--- config.mk ---
export PLATFORM = sky130hd
export DESIGN_NAME = aec_ctrl
export DESIGN_NICKNAME = d
export VERILOG_FILES = /design/src/verilog/aec_pkg.sv /design/src/verilog/aec_ctrl.sv
export VERILOG_INCLUDE_DIRS = /design/src /design/src/verilog
export SDC_FILE = /design/constraint.sdc
export NUM_CORES = 1
export LEC_CHECK = 0
export BUFFER_PORTS_ARGS = -buffer_cell sky130_fd_sc_hd__buf_2
export CAP_MARGIN = 10
export CORE_UTILIZATION = 29
export CTS_CLUSTER_SIZE = 24
export DETAILED_ROUTE_END_ITERATION = 10
export PLACE_DENSITY = 0.58
export RECOVER_POWER = 25
export REMOVE_ABC_BUFFERS = 1
export SYNTH_ARGS = -nofsm -noshare
export SYNTH_HDL_FRONTEND = slang
export SYNTH_SLANG_ARGS = --single-unit
export TNS_END_PERCENT = 100
--- constraint.sdc ---
create_clock -name core_clk -period 5.49 [get_ports core_clk]
set_input_delay 1.098 -clock core_clk [delete_from_list [all_inputs] [get_ports core_clk]]
set_output_delay 1.098 -clock core_clk [all_outputs]
set_load 0.03 [all_outputs]
--- src/verilog/aec_defs.svh ---
// constants of the asynchronous event counter control block
`ifndef AEC_DEFS_SVH
`define AEC_DEFS_SVH

// register byte offsets
`define AEC_OFF_CLK_CTL     12'h000
`define AEC_OFF_CTL_STS     12'h004
`define AEC_OFF_UPPER_CNT   12'h008
`define AEC_OFF_LOWER_CNT   12'h00c
`define AEC_OFF_EDGE_SEL    12'h010

// reset values
`define AEC_RST_CLK_CTL     8'h00
`define AEC_RST_CTL_STS     8'h00
`define AEC_RST_EDGE_SEL    8'h00
`define AEC_RST_COUNT       8'h00

// field positions, clock control
`define AEC_CC_HSEL_HI      7
`define AEC_CC_HSEL_LO      6
`define AEC_CC_LSEL_HI      5
`define AEC_CC_LSEL_LO      4
`define AEC_CC_PSEL_HI      3
`define AEC_CC_PSEL_LO      1

// field positions, control and status
`define AEC_CS_HOVF         7
`define AEC_CS_LOVF         6
`define AEC_CS_CASCADE      4
`define AEC_CS_HCNT_EN      3
`define AEC_CS_LCNT_EN      2
`define AEC_CS_HRUN         1
`define AEC_CS_LRUN         0

// field positions, edge select
`define AEC_ES_HEDGE_HI     7
`define AEC_ES_HEDGE_LO     6
`define AEC_ES_LEDGE_HI     5
`define AEC_ES_LEDGE_LO     4
`define AEC_ES_PWM_EN       1

// clock source codes and edge codes
`define AEC_SRC_PIN         2'h0
`define AEC_SRC_DIV2        2'h1
`define AEC_SRC_DIV4        2'h2
`define AEC_SRC_DIV8        2'h3
`define AEC_EDGE_FALL       2'h0
`define AEC_EDGE_RISE       2'h1
`define AEC_EDGE_BOTH       2'h2

// prescaler width covers the largest divide, 64
`define AEC_PRE_W           6
`define AEC_COUNT_MAX       8'hff

`endif

--- src/verilog/aec_pkg.sv ---
// types of the asynchronous event counter control block
package aec_pkg;

    typedef struct packed {
        logic [7:0]  clk_ctl;
        logic [7:0]  ctl_sts;
        logic [7:0]  edge_sel;
        logic [7:0]  upper_cnt;
        logic [7:0]  lower_cnt;
        logic [5:0]  pre;
        logic [1:0]  sync_h;
        logic [1:0]  sync_l;
        logic [1:0]  sync_g;
        logic        prev_h;
        logic        prev_l;
        logic        arm_h;
        logic        arm_l;
        logic        pready;
        logic        pslverr;
        logic [31:0] prdata;
        logic        pwm_tick;
        logic        ovf_event;
    } aec_state_t;

endpackage

--- src/verilog/aec_ctrl.sv ---
// asynchronous event counter control, status and counters behind an apb slave
//
// Operation
// - high counter clock: 00 high pin, 01 div2, 10 div4, 11 div8
// - low counter clock: 00 low pin, 01 div2, 10 div4, 11 div8
// - gating pwm clock: div 2,4,8,16, then 32 or 64 with middle ignored
// - clock control bit 0 is reserved read/write, resets 0, never write 1
// - overflow flags accept only written 0; writing 1 leaves them unchanged
// - high overflow sets on high wrap; cleared by read as 1 then write 0
// - in cascade mode high overflow marks 16-bit wrap ffff to 0000
// - low overflow sets on low wrap only in split mode; read 1 then write 0
// - mode bit 0 cascades low overflow into high; 1 gives two counters
// - high count enable passes clocks when 1, holds value when 0
// - low count enable passes clocks when 1, holds value when 0
// - high reset control holds high counter at zero while 0
// - low reset control holds low counter at zero while 0
// - high counter is read-only 8-bit up-counter, zero at reset
// - low counter is read-only 8-bit up-counter, zero at reset
// - control/status clears to 00 at reset; bit 5 reserved read/write
// - pin edge codes: 00 falling, 01 rising, 10 both, 11 none
// - with pwm gating off, counters count only while gate pin high
// - with pwm gating on, counters count only while pwm output high
// - any overflow flag setting raises the counter interrupt request event; a cascaded low wrap does not
//
// Implementation choices: the APB slave port and the address map.
`timescale 1ns/100ps
`default_nettype none
`include "aec_defs.svh"

module aec_ctrl #(
    parameter int PRE_W = `AEC_PRE_W
) (
    input  wire logic        core_clk,          // system clock, 40 mhz
    input  wire logic        rst,               // async reset, active high
    input  wire logic        psel,              // apb select
    input  wire logic        penable,           // apb access phase
    input  wire logic        pwrite,            // apb write direction
    input  wire logic [11:0] paddr,             // apb byte address
    input  wire logic [31:0] pwdata,            // apb write data
    input  wire logic [3:0]  pstrb,             // apb byte strobes
    output logic      [31:0] prdata,            // apb read data
    output logic             pready,            // apb ready
    output logic             pslverr,           // apb error, unmapped address
    input  wire logic        high_event_pin,    // async event pin, high counter
    input  wire logic        low_event_pin,     // async event pin, low counter
    input  wire logic        external_gate_pin, // async gate pin
    input  wire logic        gating_pwm_output, // gating pwm waveform, same clock
    output logic             gate_pwm_tick,     // gating pwm clock enable pulse
    output logic             gating_pwm_enable, // pwm gating selected
    output logic             counter_irq_event  // overflow pulse to request flag
);

    // ------------------------------------------------------------------
    // state
    // ------------------------------------------------------------------
    aec_pkg::aec_state_t q;
    aec_pkg::aec_state_t d;

    // ------------------------------------------------------------------
    // helpers
    // ------------------------------------------------------------------
    // one-cycle pulse every 2**k cycles of the free prescaler
    function automatic logic div_tick(input logic [PRE_W-1:0] pre, input int k);
        logic ok;
        ok = 1'b1;
        for (int i = 0; i < PRE_W; i++) begin
            if (i < k && !pre[i]) begin
                ok = 1'b0;
            end
        end
        return ok;
    endfunction

    function automatic logic pin_edge(input logic [1:0] code, input logic prev,
                                      input logic cur);
        logic e;
        e = 1'b0;
        case (code)
            `AEC_EDGE_FALL: e = prev & ~cur;
            `AEC_EDGE_RISE: e = ~prev & cur;
            `AEC_EDGE_BOTH: e = prev ^ cur;
            default:        e = 1'b0;
        endcase
        return e;
    endfunction

    // counter source mux shared by both halves
    function automatic logic src_tick(input logic [1:0] sel, input logic edge_hit,
                                      input logic [PRE_W-1:0] pre);
        logic t;
        t = 1'b0;
        case (sel)
            `AEC_SRC_PIN:  t = edge_hit;
            `AEC_SRC_DIV2: t = div_tick(pre, 1);
            `AEC_SRC_DIV4: t = div_tick(pre, 2);
            default:       t = div_tick(pre, 3);
        endcase
        return t;
    endfunction

    // ------------------------------------------------------------------
    // next state
    // ------------------------------------------------------------------
    logic       acc;
    logic       wr;
    logic       rd;
    logic       hit;
    logic [7:0] rdval;
    logic       gate;
    logic       cascade;
    logic       h_edge;
    logic       l_edge;
    logic       l_tick;
    logic       h_tick;
    logic       l_step;
    logic       h_step;
    logic       l_wrap;
    logic       h_wrap;
    logic       wr_cs;
    logic       clr_hi_ovf;
    logic       clr_lo_ovf;
    logic       set_hi_ovf;
    logic       set_lo_ovf;
    logic [2:0] pwm_sel;

    always_comb begin
        d = q;

        // apb: access completes in the second cycle of the access phase
        acc = psel & penable & q.pready;
        wr  = acc & pwrite;
        rd  = acc & ~pwrite;

        // address decode
        hit   = 1'b1;
        rdval = 8'h00;
        if (paddr == `AEC_OFF_CLK_CTL) begin
            rdval = q.clk_ctl;
        end else if (paddr == `AEC_OFF_CTL_STS) begin
            rdval = q.ctl_sts;
        end else if (paddr == `AEC_OFF_UPPER_CNT) begin
            rdval = q.upper_cnt;
        end else if (paddr == `AEC_OFF_LOWER_CNT) begin
            rdval = q.lower_cnt;
        end else if (paddr == `AEC_OFF_EDGE_SEL) begin
            rdval = q.edge_sel;
        end else begin
            hit = 1'b0;
        end

        d.pready  = psel & penable & ~q.pready;
        d.pslverr = psel & penable & ~q.pready & ~hit;
        if (psel & penable & ~q.pready) begin
            d.prdata = {24'h000000, (pwrite ? 8'h00 : rdval)};
        end

        // two-flop synchronisers, edges found on the second stage
        d.sync_h = {q.sync_h[0], high_event_pin};
        d.sync_l = {q.sync_l[0], low_event_pin};
        d.sync_g = {q.sync_g[0], external_gate_pin};
        d.prev_h = q.sync_h[1];
        d.prev_l = q.sync_l[1];
        h_edge = pin_edge(q.edge_sel[`AEC_ES_HEDGE_HI:`AEC_ES_HEDGE_LO],
                          q.prev_h, q.sync_h[1]);
        l_edge = pin_edge(q.edge_sel[`AEC_ES_LEDGE_HI:`AEC_ES_LEDGE_LO],
                          q.prev_l, q.sync_l[1]);

        d.pre = q.pre + 6'h01;

        pwm_sel = q.clk_ctl[`AEC_CC_PSEL_HI:`AEC_CC_PSEL_LO];
        if (pwm_sel[2]) begin
            d.pwm_tick = div_tick(q.pre, pwm_sel[0] ? 6 : 5);
        end else begin
            d.pwm_tick = div_tick(q.pre, int'(pwm_sel[1:0]) + 1);
        end

        gate = q.edge_sel[`AEC_ES_PWM_EN] ? gating_pwm_output : q.sync_g[1];

        // cascade when mode bit is 0
        cascade = ~q.ctl_sts[`AEC_CS_CASCADE];

        l_tick = src_tick(q.clk_ctl[`AEC_CC_LSEL_HI:`AEC_CC_LSEL_LO], l_edge, q.pre);
        l_step = l_tick & gate & q.ctl_sts[`AEC_CS_LCNT_EN] & q.ctl_sts[`AEC_CS_LRUN];
        l_wrap = l_step & (q.lower_cnt == `AEC_COUNT_MAX);

        // high clock: own source, or low overflow in cascade
        if (cascade) begin
            h_tick = l_wrap;
        end else begin
            h_tick = src_tick(q.clk_ctl[`AEC_CC_HSEL_HI:`AEC_CC_HSEL_LO], h_edge, q.pre)
                     & gate;
        end
        h_step = h_tick & q.ctl_sts[`AEC_CS_HCNT_EN] & q.ctl_sts[`AEC_CS_HRUN];
        h_wrap = h_step & (q.upper_cnt == `AEC_COUNT_MAX);

        if (!q.ctl_sts[`AEC_CS_LRUN]) begin
            d.lower_cnt = `AEC_RST_COUNT;
        end else if (l_step) begin
            d.lower_cnt = q.lower_cnt + 8'h01;
        end
        if (!q.ctl_sts[`AEC_CS_HRUN]) begin
            d.upper_cnt = `AEC_RST_COUNT;
        end else if (h_step) begin
            d.upper_cnt = q.upper_cnt + 8'h01;
        end

        // arm a clear when the flag was read as 1
        wr_cs = wr & (paddr == `AEC_OFF_CTL_STS) & pstrb[0];
        if (rd && paddr == `AEC_OFF_CTL_STS) begin
            d.arm_h = q.arm_h | q.ctl_sts[`AEC_CS_HOVF];
            d.arm_l = q.arm_l | q.ctl_sts[`AEC_CS_LOVF];
        end else if (wr_cs) begin
            d.arm_h = 1'b0;
            d.arm_l = 1'b0;
        end

        // clock control, bit 0 stored as written
        if (wr && paddr == `AEC_OFF_CLK_CTL && pstrb[0]) begin
            d.clk_ctl = pwdata[7:0];
        end
        if (wr && paddr == `AEC_OFF_EDGE_SEL && pstrb[0]) begin
            d.edge_sel = pwdata[7:0];
        end

        // control bits incl. reserved bit 5 are plain read/write
        if (wr_cs) begin
            d.ctl_sts[5:0] = pwdata[5:0];
        end

        // only a written 0 after an armed read clears a flag
        clr_hi_ovf = wr_cs & ~pwdata[`AEC_CS_HOVF] & q.arm_h;
        clr_lo_ovf = wr_cs & ~pwdata[`AEC_CS_LOVF] & q.arm_l;
        // high wrap, in cascade the 16-bit wrap
        set_hi_ovf = h_wrap;
        // low flag only in split mode
        set_lo_ovf = l_wrap & ~cascade;
        // set wins over a clear in the same cycle
        d.ctl_sts[`AEC_CS_HOVF] = set_hi_ovf | (q.ctl_sts[`AEC_CS_HOVF] & ~clr_hi_ovf);
        d.ctl_sts[`AEC_CS_LOVF] = set_lo_ovf | (q.ctl_sts[`AEC_CS_LOVF] & ~clr_lo_ovf);

        // overflow event toward the interrupt request flag
        d.ovf_event = h_wrap | set_lo_ovf;
    end

    // ------------------------------------------------------------------
    // registers
    // ------------------------------------------------------------------
    always_ff @(posedge core_clk or posedge rst) begin
        if (rst) begin
            q.clk_ctl   <= `AEC_RST_CLK_CTL;
            q.ctl_sts   <= `AEC_RST_CTL_STS;
            q.edge_sel  <= `AEC_RST_EDGE_SEL;
            q.upper_cnt <= `AEC_RST_COUNT;
            q.lower_cnt <= `AEC_RST_COUNT;
            q.pre       <= 6'h00;
            q.sync_h    <= 2'h0;
            q.sync_l    <= 2'h0;
            q.sync_g    <= 2'h0;
            q.prev_h    <= 1'b0;
            q.prev_l    <= 1'b0;
            q.arm_h     <= 1'b0;
            q.arm_l     <= 1'b0;
            q.pready    <= 1'b0;
            q.pslverr   <= 1'b0;
            q.prdata    <= 32'h00000000;
            q.pwm_tick  <= 1'b0;
            q.ovf_event <= 1'b0;
        end else begin
            q <= d;
        end
    end

    // ------------------------------------------------------------------
    // outputs
    // ------------------------------------------------------------------
    assign prdata            = q.prdata;
    assign pready            = q.pready;
    assign pslverr           = q.pslverr;
    assign gate_pwm_tick     = q.pwm_tick;
    assign gating_pwm_enable = q.edge_sel[`AEC_ES_PWM_EN];
    assign counter_irq_event = q.ovf_event;

endmodule // aec_ctrl

`default_nettype wire

==> impl_metrics.yaml <==
grt:
  antenna_found_initial: 0
  grt_pass1_wl_um: 14100
  grt_overflow_total: 0
  grt_max_degree: 69
  grt_usage_pct: 14.0
  grt_pass1_vias: 2690
routing:
  vias: 2741
  drt_iter0_markers: 224
  viasPerCell: 4.85
  routed_wl_um: 8620
  drc: 0
  first_pass_iters: 4
  wl_per_cell_um: 15.3
  ant_nets: 0
yosys:
  yosys_warnings: 0
  avgSynthCellArea_sq_um: 10.7
  synth_top_cell_by_area: "dfrtp_1"
  synthFlopType: "dfrtp_1"
  ys_ff_latch: 68
  synthTopCellsByArea: "dfrtp_1 45%, buf_4 6.4%, mux2_2 5.4%"
  syn_inst: 351
  synth_top_area_share_pct: 45.3
  synth_cell_types: 58
  syn-cell-area_sq_um: 3760
  synth-async-reset-ratio_pct: 100
  synth_edf_count: 0
  synth-seq-area-share_pct: 45.3
sta:
  setup_violations: 0
  hold_viol: 0
  slew_headroom_pct: 40.6
  fin_ws_ns: 2.49
  tns_ns: 0
  clock.fmax_mhz: 334
  slew_viol_final: 0
  period_minus_slack_ns: 3.00
  finalCritPeriodShare_pct: 54.6
  worst_pin_slew_ns: 0.890
  skew_ns: 0.00685
  grt_setup_unrepaired: "no"
power_and_ir_drop:
  p_leak_nw: 1.90
  power_frac_comb_pct: 6.3
  p_clk_share_pct: 46.9
  switching_share_pct: 24.3
  ir_drop_v: 0.000127
  power_density_nw_per_um2: 255
  p_int_mw: 0.822
  p_switching_mw: 0.264
  seq_power_share_pct: 46.7
critical_path:
  timing.rr.start: "q[46]"
  worst_setup_path_end_kind: "flop"
  critPathMaxFanout: 11
  crit_slowest_cell: "or4_4"
  timing.rr.end: "counter_irq_event"
  worst_ep_arrival_time_ns: 3.22
  critPathMaxStageDelay_ns: 0.54
  path_class: "input port to flop"
  start_kind: "input port"
  crit_buf_inv: 2
  cp_cell_sequence: "buf_2 > or4_4 > nor4b_2 > buf_4 > nand3_2 > or3b_1 > a32o_1"
  crit_family: "simple AND/OR/NAND/NOR gates"
  rr_worst_depth: 7
  ff2ff_setup_slack_ns: 2.79
  cp.required_ns: 5.71
floorplanning:
  die_x_um: 116
  fp.dieH_um: 116
  dieArea_sq_um: 13400
  start_util_pct: 29.8
  rows: 41
  core_sq_um: 12600
  ios: 94
clock_network:
  tritoncts: "done"
  cts_inserted_buffers: 9
  cts_hold_buf: 0
  clockRootBuffer: "clkbuf_16"
  cts_max_level: 3
  post_cts_resized: 0
  path_clk_slew_ns: 0.05
  cts_sinks: 68
  post-cts-setup-buffers: 0
  clock_path_buffers: 2
  insertion_delay_ns: 0.33
worst_hold_path:
  hp-class: "flop to flop"
  min-delay-start: "d[41]"
  min_path_cells: 0
  hold_end: "q[41]"
finish:
  area_growth_pct: 13.3
  n_antenna_cell: 0
  fill_cells: 1302
  final_net_count: 454
  utilization_pct: 33.7
  final_cell_mix: "68 x dfrtp_1, 42 x buf_2, 30 x nand2_1, 24 x conb_1"
  final_common_cell: "dfrtp_1"
  instances_no_fill: 565
  drive_gt1_share_pct: 24.2
run:
  drv_cap: 0
place:
  place.gp.congestion: 0.872
  dp_slack_ns: 2.14
  port_buffers: 42
  place_inst: 550
  hpwl_um: 6220
run_status:
  status: "completed"
[metrics by stage]
stage                     area [sq um]  hold slack (ns)  total power [mW]
final                             4260            0.351              1.09
after CTS                         4260            0.354              1.10
after global placement            4000            0.338             0.584
after global routing              4260            0.358              1.13
after detailed placement          4000            0.341             0.586
after floorplan                   3560            0.331             0.560
[power groups by stage]
stage                     Clock [mW]  Combinational [mW]  Sequential, mW
final                          0.510              0.0689           0.507
after global routing           0.548              0.0775           0.507
after detailed placement           0              0.0697           0.516
after floorplan                    0              0.0423           0.517
after global placement             0              0.0686           0.516
after CTS                      0.522              0.0700           0.507
[synth_stat cells, drive strengths merged (6+ instances only)]
library cell / n
o21ai: 13
mux2i: 18
inv: 13
nor2: 10
a21oi: 13
nand2: 30
buf: 35
dfrtp: 68
ha: 8
nand3: 10
o22ai: 6
mux2: 26
nand2b: 12
[flip-flops by register name, indices dropped and copies added (netlist names)]
register           cells
gate_pwm_tick          1
pwm_sel                3
d                      5
gating_pwm_enable      1
q                     47
counter_irq_event      1
prdata                 8
pslverr                1
pready                 1
[worst max path at each step]
| stage | cells past startpoint | endpoint | slack, ns | from |
|---|---|---|---|---|
| floorplan | 5 | q[83] | 2.21 | paddr[6] |
| global placement | 7 | q[83] | 2.17 | paddr[6] |
| detailed placement | 7 | q[83] | 2.14 | paddr[6] |
| global route | 7 | q[83] | 2.39 | paddr[6] |
| CTS | 7 | q[83] | 2.47 | paddr[6] |
| finish | 7 | q[83] | 2.49 | paddr[6] |
[worst register-to-register path, cell delays in order (launching register included)]
cell	delay, ns
dfrtp_1	0.42
ha_1	0.26
ha_1	0.22
mux2i_1	0.09
a211oi_2	0.46
o2111ai_1	0.35
nor4_1	0.60
a31o_2	0.23
[routing by layer]
| metal | global-route usage (%) | up-vias | routed length (um) |
|---|---|---|---|
| met3 | 3.29 | 15 | 462 |
| met5 | 0 | - | 0 |
| met1 | 18.3 | 1360 | 4040 |
| met2 | 22.6 | 85 | 3970 |
| met4 | 5.30 | 0 | 144 |
| li1 | - | 1281 | - |
[cells by family (layout without fill, tap and decap cells)]
group,after synthesis,count (layout),synth area share (%)
xor gates and xnor gates,6,6,1.40
muxes,44,44,13.4
other,1,24,0.0998
buffers and inverters,53,72,8.96
DFF,68,68,45.3
and+or+nand+nor,105,105,16.1
adders and majority gates,8,8,2.66
AOI/OAI and AO/OA,66,66,12.2
[final cells by class]
type / instances / area [sq um] / share of cell area, %
Timing Repair Buffer: 44 / 225 / 5.29
Multi-Input combinational cell: 253 / 1810 / 42.4
Sequential cell: 68 / 1700 / 40.0
Clock buffer: 10 / 229 / 5.38
Clock inverter: 5 / 30.0 / 0.706
Inverter: 13 / 48.8 / 1.15
Tap cell: 172 / 215 / 5.06
No activity file was read; power rests on OpenSTA's default activity.
